<file path="config.mk">
export PLATFORM = sky130hd
export DESIGN_NAME = adc_result_core
export DESIGN_NICKNAME = d
export VERILOG_FILES = /design/src/pkg/adc_result_pkg.sv /design/src/core/adc_result_core.sv
export SDC_FILE = /design/constraint.sdc
export NUM_CORES = 1
export LEC_CHECK = 0
export BUFFER_PORTS_ARGS = -buffer_cell sky130_fd_sc_hd__buf_2
export CAP_MARGIN = 20
export CORE_UTILIZATION = 47
export CTS_CLUSTER_SIZE = 20
export DETAILED_ROUTE_END_ITERATION = 16
export GPL_ROUTABILITY_DRIVEN = 0
export GPL_TIMING_DRIVEN = 1
export SYNTH_ARGS = -nofsm -noshare
export SYNTH_HDL_FRONTEND = slang
export SYNTH_SLANG_ARGS = --single-unit
</file>
<file path="constraint.sdc">
create_clock -name clk_sys_i -period 9.81 [get_ports clk_sys_i]
set_clock_uncertainty 0.1 [all_clocks]
set_input_delay 1.962 -clock clk_sys_i [delete_from_list [all_inputs] [get_ports clk_sys_i]]
set_output_delay 1.962 -clock clk_sys_i [all_outputs]
set_load 0.005 [all_outputs]
</file>
<file path="src/pkg/adc_result_pkg.sv">
/*
 * constants, register map and carrier structs of the converter result
 * and reference selection block.
 * assumes a byte-wide register port on the system clock.
 */
package adc_result_pkg;

  // ************************************************************
  // widths
  // ************************************************************
  localparam int unsigned ADDR_W = 8;   // register address width
  localparam int unsigned DATA_W = 8;   // register data width
  localparam int unsigned CODE_W = 10;  // conversion code width
  localparam int unsigned MV_W   = 12;  // millivolt sample width
  localparam int unsigned NUM_W  = 32;  // dividend width
  localparam int unsigned CNT_W  = 6;   // division step counter
  localparam int unsigned GAIN_W = 8;   // gain factor width

  // ************************************************************
  // register offsets
  // ************************************************************
  localparam logic [7:0] OFS_RES_LO = 8'h78;  // result low byte
  localparam logic [7:0] OFS_RES_HI = 8'h79;  // result high byte
  localparam logic [7:0] OFS_SEL    = 8'h7C;  // input/reference select
  localparam logic [7:0] OFS_STS    = 8'h70;  // event status, read only
  localparam logic [7:0] OFS_CLR    = 8'h71;  // event clear, write only
  localparam logic [7:0] OFS_ENA    = 8'h72;  // event enable
  localparam logic [7:0] SEL_RST    = 8'h00;  // select reset value
  localparam logic [7:0] BYTE_ZERO  = 8'h00;  // reserved bits / no map

  // ************************************************************
  // select register fields
  // ************************************************************
  localparam int unsigned REF_HI = 7;   // reference field msb
  localparam int unsigned REF_LO = 6;   // reference field lsb
  localparam int unsigned LADJ_B = 5;   // left adjust bit
  localparam int unsigned CHAN_HI = 4;  // channel/gain field msb
  localparam int unsigned EV_DONE = 0;  // done bit in event regs
  localparam int unsigned EV_BUSY = 7;  // busy bit in status reg

  typedef enum logic [1:0] {
    REF_EXT_PIN, REF_SUPPLY, REF_INT_1V1, REF_INT_2V56
  } ref_sel_e;

  // ************************************************************
  // arithmetic constants
  // ************************************************************
  localparam int unsigned SE_SHIFT   = 10;  // times 1024
  localparam int unsigned DIFF_SHIFT = 9;   // times 512
  localparam logic [9:0]  SE_MAX     = 10'h3FF;
  localparam logic [9:0]  DIFF_MAX   = 10'h1FF;
  localparam logic [9:0]  DIFF_MIN   = 10'h200;
  localparam logic [9:0]  CODE_ZERO  = 10'h000;
  localparam logic [7:0]  GAIN_1     = 8'h01;
  localparam logic [7:0]  GAIN_10    = 8'h0A;
  localparam logic [7:0]  GAIN_200   = 8'hC8;
  localparam logic [11:0] INT_1V1_MV  = 12'd1100;
  localparam logic [11:0] INT_2V56_MV = 12'd2560;
  localparam logic [5:0]  DIV_STEPS  = 6'h20;  // one step per bit

  // ************************************************************
  // carriers
  // ************************************************************
  typedef struct packed {
    logic [ADDR_W-1:0] addr;   // byte address
    logic [DATA_W-1:0] wdata;  // write data
    logic              wr;     // write strobe
    logic              rd;     // read strobe
  } reg_req_s;

  typedef struct packed {
    logic [MV_W-1:0] pos_mv;  // positive / single-ended input
    logic [MV_W-1:0] neg_mv;  // negative differential input
  } sample_s;

endpackage

</file>
<file path="src/core/adc_result_core.sv">
/*
 * result encoding, result byte pair and input/reference selection
 * register of a 10-bit converter, with done event and interrupt.
 * assumes the analog front end hands over the sampled voltages in
 * millivolts with a start pulse, all on clk_sys_i.
 */
// Our own choice: the address-and-strobe port.
`timescale 1ns/1ns
`default_nettype none

module adc_result_core
  import adc_result_pkg::*;
#(
  parameter logic [11:0] EXT_REF_MV = 12'd2500,  // voltage on ref pin
  parameter logic [11:0] SUPPLY_MV  = 12'd3300   // analog supply
) (
  input  wire logic                     clk_sys_i,    // system clock
  input  wire logic                     sys_rst_i,    // sync reset, high
  input  wire adc_result_pkg::reg_req_s req_i,        // register request
  output var  logic [adc_result_pkg::DATA_W-1:0] rd_data_o, // read data
  input  wire logic                     conv_start_i, // start pulse
  input  wire adc_result_pkg::sample_s  sample_i,     // held samples
  output var  logic                     conv_busy_o,  // converting
  output var  logic [3:0]               ref_path_o,   // one-hot ref path
  output var  logic                     int_ref_en_o, // internal ref on
  output var  logic [4:0]               chan_o,       // channel in use
  output var  logic                     irq_o         // level interrupt
);
  import adc_result_pkg::*;

  // ************************************************************
  // state
  // ************************************************************
  typedef struct packed {
    logic [7:0]        sel;       // input/reference select register
    logic [1:0]        ref_act;   // reference held by conversion
    logic [4:0]        chan_act;  // channel held by conversion
    logic              busy;      // division running
    logic              diff;      // conversion is differential
    logic              neg;       // difference was negative
    logic [NUM_W-1:0]  num;       // dividend, shifted out msb first
    logic [MV_W-1:0]   den;       // reference in millivolts
    logic [MV_W:0]     rem;       // partial remainder
    logic [NUM_W-1:0]  quo;       // quotient
    logic [CNT_W-1:0]  cnt;       // division steps left
    logic [CODE_W-1:0] result;    // visible result code
    logic              lock;      // low byte read, pair frozen
    logic              pend;      // result waiting for unlock
    logic [CODE_W-1:0] pend_val;  // waiting result
    logic              sts_done;  // sticky done event
    logic              ena_done;  // done event enable
    logic [7:0]        rd_data;   // read data, one cycle late
    logic [3:0]        ref_path;  // decoded reference path
    logic              int_ref;   // internal reference enable
    logic              irq;       // interrupt level
  } state_s;

  state_s st_r;   // registered state
  state_s st_nxt; // next state

  // ************************************************************
  // functions
  // ************************************************************
  // channel codes 8..29 are differential, the rest single-ended
  // 11110 and 11111 are the two fixed single-ended tail codes
  function automatic logic is_diff(input logic [4:0] ch);
    is_diff = (ch[4:3] == 2'b01) || (ch[4] && (ch[3:1] != 3'b111));
  endfunction

  // gain of a channel code: 10x/200x group, else unity
  function automatic logic [GAIN_W-1:0] gain_of(input logic [4:0] ch);
    if (ch[4:3] == 2'b01) begin
      gain_of = ch[1] ? GAIN_200 : GAIN_10;
    end else begin
      gain_of = GAIN_1;
    end
  endfunction

  // reference voltage of a select value
  function automatic logic [MV_W-1:0] ref_mv(input logic [1:0] rs);
    case (ref_sel_e'(rs))
      REF_EXT_PIN: ref_mv = EXT_REF_MV;
      REF_SUPPLY:  ref_mv = SUPPLY_MV;
      REF_INT_1V1: ref_mv = INT_1V1_MV;
      default:     ref_mv = INT_2V56_MV;
    endcase
  endfunction

  // place the code in the 16-bit pair per adjust bit
  function automatic logic [15:0] align(input logic [9:0] c,
                                        input logic       ladj);
    align = ladj ? {c, 6'h00} : {6'h00, c};
  endfunction

  // ************************************************************
  // next-state logic
  // ************************************************************
  // one process: register port, division, result publication
  always_comb begin
    logic [MV_W-1:0]   mag;     // input magnitude
    logic [MV_W:0]     rem_sh;  // remainder after shift
    logic [CODE_W-1:0] code;    // clamped final code
    logic [15:0]       pair;    // aligned result pair
    logic              fin;     // division completes now
    logic              done_ev; // result published now
    logic [1:0]        ref_use; // reference for a new conversion

    st_nxt  = st_r;
    mag     = '0;
    rem_sh  = '0;
    code    = CODE_ZERO;
    fin     = 1'b0;
    done_ev = 1'b0;
    ref_use = st_r.sel[REF_HI:REF_LO];
    // adjust bit read live, so a change shows at once
    pair    = align(st_r.result, st_r.sel[LADJ_B]);

    // start: latch channel and reference, build the dividend;
    // a start while busy is ignored
    // samples are taken here only; later input changes do not matter
    if (conv_start_i && !st_r.busy) begin
      st_nxt.busy     = 1'b1;
      st_nxt.ref_act  = ref_use;
      st_nxt.chan_act = st_r.sel[CHAN_HI:0];
      st_nxt.den      = ref_mv(ref_use);
      st_nxt.diff     = is_diff(st_r.sel[CHAN_HI:0]);
      st_nxt.rem      = '0;
      st_nxt.quo      = '0;
      st_nxt.cnt      = DIV_STEPS;
      if (st_nxt.diff) begin
        // magnitude of the difference, sign kept aside
        st_nxt.neg = sample_i.neg_mv > sample_i.pos_mv;
        mag = st_nxt.neg ? sample_i.neg_mv - sample_i.pos_mv
                         : sample_i.pos_mv - sample_i.neg_mv;
        // widen both factors before the product: a full-scale
        // difference at 200x gain needs 29 bits
        st_nxt.num = NUM_W'({mag, 9'h000}) *
                     NUM_W'(gain_of(st_r.sel[CHAN_HI:0]));
      end else begin
        st_nxt.neg = 1'b0;
        st_nxt.num = NUM_W'({sample_i.pos_mv, 10'h000});
      end
    end else if (st_r.busy) begin
      // restoring division, one quotient bit per cycle
      // a fixed 32 steps, so latency never depends on the input
      rem_sh     = {st_r.rem[MV_W-1:0], st_r.num[NUM_W-1]};
      st_nxt.num = {st_r.num[NUM_W-2:0], 1'b0};
      if (rem_sh >= {1'b0, st_r.den}) begin
        st_nxt.rem = rem_sh - {1'b0, st_r.den};
        st_nxt.quo = {st_r.quo[NUM_W-2:0], 1'b1};
      end else begin
        st_nxt.rem = rem_sh;
        st_nxt.quo = {st_r.quo[NUM_W-2:0], 1'b0};
      end
      st_nxt.cnt = st_r.cnt - 6'h01;
      if (st_r.cnt == 6'h01) begin
        fin         = 1'b1;
        st_nxt.busy = 1'b0;
      end
    end

    // clamp the quotient into the code range
    if (fin) begin
      if (!st_r.diff) begin
        // unsigned, full scale saturates at all ones
        code = (st_nxt.quo > NUM_W'(SE_MAX)) ? SE_MAX
               : st_nxt.quo[CODE_W-1:0];
      end else if (!st_r.neg) begin
        code = (st_nxt.quo > NUM_W'(DIFF_MAX)) ? DIFF_MAX
               : st_nxt.quo[CODE_W-1:0];
      end else begin
        // negative: two's complement, msb comes out set unless the quotient is zero
        code = (st_nxt.quo >= NUM_W'(DIFF_MIN)) ? DIFF_MIN
               : CODE_W'(~st_nxt.quo[CODE_W-1:0] + 10'h001);
        if (st_nxt.quo == '0) begin
          code = CODE_ZERO;
        end
      end
    end

    // register reads, data shows in the next cycle only
    // a low read freezes the pair; only a high read thaws it
    st_nxt.rd_data = BYTE_ZERO;
    if (req_i.rd) begin
      case (req_i.addr)
        OFS_RES_LO: begin
          st_nxt.rd_data = pair[7:0];
          st_nxt.lock    = 1'b1;
        end
        OFS_RES_HI: begin
          st_nxt.rd_data = pair[15:8];
          st_nxt.lock    = 1'b0;
          // release a parked result now
          if (st_r.pend) begin
            st_nxt.result = st_r.pend_val;
            st_nxt.pend   = 1'b0;
            done_ev       = 1'b1;
          end
        end
        OFS_SEL: st_nxt.rd_data = st_r.sel;
        OFS_STS: begin
          st_nxt.rd_data[EV_DONE] = st_r.sts_done;
          st_nxt.rd_data[EV_BUSY] = st_r.busy;
        end
        OFS_ENA: st_nxt.rd_data[EV_DONE] = st_r.ena_done;
        default: st_nxt.rd_data = BYTE_ZERO; // clear reg and holes
      endcase
    end

    // publish after the read decode, so a low read in the finishing
    // cycle already freezes the pair and a high read in that cycle
    // cannot bring an older parked code back over the new one
    if (fin) begin
      if (st_nxt.lock) begin
        st_nxt.pend     = 1'b1;
        st_nxt.pend_val = code;
      end else begin
        st_nxt.result = code;
        st_nxt.pend   = 1'b0;
        done_ev       = 1'b1;
      end
    end

    // register writes; status is read only, holes ignored
    // a select write mid conversion lands at once, but the running
    // conversion keeps the channel and reference it latched
    if (req_i.wr) begin
      case (req_i.addr)
        // whole byte stored; the fields act where they are used
        OFS_SEL: st_nxt.sel = req_i.wdata;
        OFS_CLR: begin
          if (req_i.wdata[EV_DONE]) begin
            st_nxt.sts_done = 1'b0;
          end
        end
        OFS_ENA: st_nxt.ena_done = req_i.wdata[EV_DONE];
        default: st_nxt.sel = st_r.sel;
      endcase
    end

    // a done event in the clearing cycle wins over the clear
    if (done_ev) begin
      st_nxt.sts_done = 1'b1;
    end

    // reference path follows the select field only while idle,
    // so a running conversion keeps its reference
    if (!st_nxt.busy) begin
      st_nxt.ref_act = st_nxt.sel[REF_HI:REF_LO];
    end
    case (ref_sel_e'(st_nxt.ref_act))
      REF_EXT_PIN: st_nxt.ref_path = 4'h1;
      REF_SUPPLY:  st_nxt.ref_path = 4'h2;
      REF_INT_1V1: st_nxt.ref_path = 4'h4;
      default:     st_nxt.ref_path = 4'h8;
    endcase
    // internal references are off while the pin is the reference
    st_nxt.int_ref = st_nxt.ref_act[1];

    st_nxt.irq = st_nxt.sts_done & st_nxt.ena_done;
  end

  // ************************************************************
  // state register
  // ************************************************************
  // synchronous reset puts everything, select included, to zero, except ref_path, which comes up as 4'h1
  // the struct is cleared whole, so no field comes out unknown
  always_ff @(posedge clk_sys_i) begin
    if (sys_rst_i) begin
      st_r          <= '0;
      st_r.sel      <= SEL_RST;
      st_r.ref_path <= 4'h1;
    end else begin
      st_r <= st_nxt;
    end
  end

  // ************************************************************
  // outputs, all straight from the state register
  // ************************************************************
  // no logic sits between a state flip-flop and a port
  assign rd_data_o    = st_r.rd_data;
  assign conv_busy_o  = st_r.busy;
  assign ref_path_o   = st_r.ref_path;
  assign int_ref_en_o = st_r.int_ref;
  assign chan_o       = st_r.chan_act;
  assign irq_o        = st_r.irq;

endmodule

`default_nettype wire

</file>
# ---- Word level (Yosys, flattened, before mapping)
# Index checks and enable logic that the tools add are counted.
dict set report word_totals {
  out_inout_bits 20
  in_bits 45
  ff_bits 150
}
dict set report op_classes {
  muxes 53
  n_reduce_logical 15
  n_eq_ne 13
  bitwise_logic 3
  n_mul 1
  order_cmp 5
  addsub 5
}
# operator count
set ops {}
lappend ops {{$mux W10} 11}
lappend ops {{$mux W38} 2}
lappend ops {{$mux W32} 2}
lappend ops {{$eq A8 B7 Y1 const B} 6}
lappend ops {{$mux W8} 6}
lappend ops {{$mux W44} 1}
lappend ops {{$pmux W12 S3} 1}
lappend ops {{$sub A12 B12 Y12} 3}
lappend ops {{$mux W33} 1}
lappend ops {{$ge A32 B10 Y1 const B} 1}
lappend ops {{$gt A32 B10 Y1 const B} 1}
lappend ops {{$gt A32 B9 Y1 const B} 1}
lappend ops {{$logic_not A32 Y1} 1}
lappend ops {{$mux W12} 2}
lappend ops {{$mul A12 B8 Y20} 1}
lappend ops {{$pmux W6 S3} 1}
lappend ops {{$mux W1} 17}
lappend ops {{$mux W16} 1}
lappend ops {{$ge A13 B12 Y1} 1}
lappend ops {{$gt A12 B12 Y1} 1}
lappend ops {{$pmux W4 S3} 1}
lappend ops {{$mux W11} 1}
lappend ops {{$add A10 B1 Y10 const B} 1}
lappend ops {{$not A10 Y10} 1}
lappend ops {{other kinds (19)} 30}

# ---- Depth between registers and ports, before layout
dict set report logic_depth {
  depth_word 12
  depth_mapped 31
  mapped_depth_nobuf 29
}

# ---- Worst setup path before layout
# Ideal clock, no wire load.
dict set report synth_timing {
  kind {input to register}
  from {input sample_i[0] (netlist name)}
  to {register st_r[129] (netlist name)}
  path_slack_ns 1.828
  t_arrival_ns 7.762
  setup_time_ns 0.120
  stages 31
  cell_sequence {inv_1 ha_1 inv_1 fa_1 a211oi_2 o211a_1 nor3_2 o21a_1 buf_6 buf_2 mux2i_1 xor2_1 nor2_1 and2_1 ha_1 inv_1 fa_1 inv_1 fa_1 inv_1 fa_1 inv_1 ha_1 nor3_1 nor2_1 nand3_1 nand3_1 a31o_2 a21o_1 a21o_1 a211o_1}
}
dict set report synth_between {
  elab_chain_len 5
}
# element line
set synth_rtl {}
lappend synth_rtl {{from (decl)} adc_result_core.sv:22} ;# input wire adc_result_pkg::sample_s sample_i,
lappend synth_rtl {{$sub A12 B12 Y12 (tied with other cells)} adc_result_core.sv:134} ;# : sample_i.pos_mv - sample_i.neg_mv;
lappend synth_rtl {{$mux W12 (*)} adc_result_core.sv:133} ;# mag = st_nxt.neg ? sample_i.neg_mv - sample_i.pos_mv
lappend synth_rtl {{$mul A12 B8 Y20 (*)} adc_result_core.sv:137} ;# st_nxt.num = NUM_W'({mag, 9'h000}) *
lappend synth_rtl {{$mux W33 (*)} adc_result_core.sv:130} ;# if (st_nxt.diff) begin
lappend synth_rtl {{$mux W32 (*)} adc_result_core.sv:121} ;# if (conv_start_i && !st_r.busy) begin
lappend synth_rtl {{to (signal assigned)} adc_result_core.sv:274} ;# st_r <= st_nxt;
lappend synth_rtl {{to (decl)} adc_result_core.sv:58} ;# state_s st_r;
# Every way passes the cells marked *; elsewhere a longest branch is shown, timed or not.
# A chain may end at the register's enable or synchronous reset.

# ---- Worst setup path after layout
# Ends and elaborated chain as after synthesis.

==> reports/metrics.cfg <==
[synth]
synth-seq-cells = 136
synth.avg_cell_area_um2 = 7.88
ys_types = 69
syn-num-nets = 1435
synthArstFlopShare_pct = 0
synth_cells = 1263
yosys.area.top_type = dfxtp_1
netlist_area_mm2 = 0.00995
ys_seq_area_share_pct = 27.4
synth_edf_count = 0
ys.flop_type = dfxtp_1
synth_area_leaders = dfxtp_1 (27%), ha_1 (13%), a21oi_1 (6.3%), nor2_1 (6.1%), fa_1 (5.2%)
synth.top_cell.area_share_pct = 27.4
yosys_warnings = 0

[critical_path]
r2r-start = st_r[147]
r2r_slack_ps = 4340
cp-end-kind = register
slowest_delay_ps = 540
r2r_cells = 20
crit_end = st_r[129]
cp_slowest_cell = fa_1
start_kind = input port
crit_family = adder cells
r2r_end = st_r[129]
cp_data_arrival_time_ps = 8530
critPathKind = in2reg
cp-startpoint = sample_i[0]
worst-path-stages = 27
crit_path_max_fanout = 19
required_ps = 10020
critPathBufInv = 5

[sta]
tightest_slew_ps = 967
period_share_pct = 84.7
hold_viol_final = 0
fmax_mhz = 120
slew_viol_final = 0
hold_slack_ps = 352
min_period_ps = 8310
max-slew-margin-rel_pct = 35.5
rsz0062_at_grt = false
setup-violations-final = 0
fin_tns_setup_ps = 0

[routing]
wl_per_cell_um = 15.3
via_per_inst = 5.51
drt-initial-drc-count = 473
dr.pass1.iters = 7
ant_nets = 0
drc = 0
wirelength_mm = 23.8
route.vias.total = 8603

[place]
dp_hpwl_mm = 17.6
dp.cells = 1527
portBuffers = 64

[cts]
clkSinkCount = 136
post_cts_resized = 0
clock_path_buffers = 2
cts_made_buffers = 17
clk_pin_slew_ps = 60
holdBufCountCts = 0
ctsRootBufferMaster = clkbuf_16
post_cts_buffers = 0
cts_tree = built
cts_htree_levels = 4
clock_latency_ps = 430

[min_path]
hold_class = reg2reg

[cells_and_area]
area_growth_pct = 9.81
final_common_cell = nor2_1
final_layout_size_suffix_gt1_share_pct = 10.3
layout_common_cells = nor2_1 (161), dfxtp_1 (135), inv_1 (126)
final_nets = 1449
diodes = 0
fillers = 1995
final_cells = 1560

[power]
total_power_mw = 1.56
peakVddDrop_uv = 112
leakagePower_nw = 5.06
power.density_mw_per_mm2 = 143

[grt]
antenna_found_initial = 0
grt_pass1_wl_mm = 40.2
grt_start_max_net_pins = 95
grt_pass1_vias = 8016
grt.overflow.total = 0
grt_use_total_pct = 22.8

[die]
die_w_um = 147
dieHeight_um = 147
core-area_mm2 = 0.0205
pin_count = 65
num_rows = 52
die_area_mm2 = 0.0218
start_util_pct = 48.5

[status]
status = completed

[job]
drv_cap = 0

stage by stage:
step / cell area (µm²) / util [%] / setup WS, ps
6_report: 10900 / 53.3 / 1500
5_1_grt: 10900 / 53.3 / 1150
4_1_cts: 10900 / 53.3 / 1570
3_5_place_dp: 10300 / 50.3 / 1110
3_3_place_gp: 10300 / 50.3 / 1230
2_1_floorplan: 9950 / - / 1830
area by class of cell:
| type | instances | area [µm²] | share of cell area (%) |
|---|---|---|---|
| well taps | 270 | 338 | 3.09 |
| inverters | 126 | 473 | 4.33 |
| multi-input cells | 922 | 6380 | 58.4 |
| clock buffers | 17 | 425 | 3.89 |
| clock inverters | 15 | 181 | 1.66 |
| repair buffers | 74 | 398 | 3.64 |
| flip-flops and latches | 136 | 2730 | 25.0 |
cell usage after synthesis (8+ instances only):
cell,instances
a211oi_1,30
a21o_1,11
a21oi_1,125
a22oi_1,15
a311oi_1,10
and2_1,12
and3_1,35
buf_4,17
clkbuf_1,52
dfxtp_1,136
fa_1,26
ha_1,101
inv_1,126
mux2_2,10
mux2i_1,23
nand2_1,93
nand2b_1,8
nand3_1,24
nor2_1,161
nor3_1,40
nor4_1,9
o211ai_1,11
o21ai_0,32
o21bai_1,12
xnor2_1,19
xor2_1,14
layer usage:
layer / track usage, % / share of wire, % / up-vias / routed length (µm)
met4: 4.43 / 0.76 / 0 / 182
met1: 32.1 / 51 / 4015 / 12100
li1: - / - / 4426 / -
met5: 0 / 0 / - / 0
met2: 36.6 / 45 / 148 / 10700
met3: 3.92 / 3.4 / 14 / 808
flip-flops by register name, summed over array words and instances, names as in the netlist:
| signal | cells |
|---|---|
| conv_busy_o | 1 |
| st_r | 117 |
| irq_o | 1 |
| chan_o | 5 |
| ref_path_o | 4 |
| rd_data_o | 8 |
where the power goes:
part	switching [mW]	internal (mW)	leakage [nW]	total [mW]
registers	0.0118	0.567	1.10	0.579
logic	0.196	0.118	3.66	0.314
clock network	0.280	0.386	0.302	0.666
total	0.488	1.07	5.06	1.56
cell families after synthesis:
| family | count (synthesis) | share of synthesized area (%) |
|---|---|---|
| adders and majority gates | 127 | 17.9 |
| buffers and inverters | 205 | 8.58 |
| xor gates and xnor gates | 33 | 2.90 |
| AOI/OAI and AO/OA | 314 | 20.5 |
| DFF | 136 | 27.4 |
| muxes | 34 | 3.60 |
| and+or+nand+nor | 414 | 19.1 |
worst min path at each step:
stage | from | to | slack, ps | cells past startpoint
6_report | st_r[16] | st_r[16] | 350 | 2
5_1_grt | chan_o[1] | chan_o[1] | 360 | 2
4_1_cts | chan_o[0] | chan_o[0] | 360 | 2
3_5_place_dp | chan_o[0] | chan_o[0] | 350 | 2
3_3_place_gp | chan_o[0] | chan_o[0] | 340 | 2
2_1_floorplan | st_r[16] | st_r[16] | 330 | 2
worst register-to-register path: stages, from the launching register on:
cell and delay [ps]:
dfxtp_1 510, nand2b_1 610, nor2_1 170, and2_1 240, ha_1 280, inv_1 50, fa_1 530, inv_1 50
fa_1 520, inv_1 50, fa_1 520, inv_1 40, ha_1 340, nor3_1 180, nor2_1 80, nand3_1 120
nand3_1 110, a31o_2 260, a21o_1 180, a21o_1 170, a211o_1 240
Power figures use the tool's default switching activity.
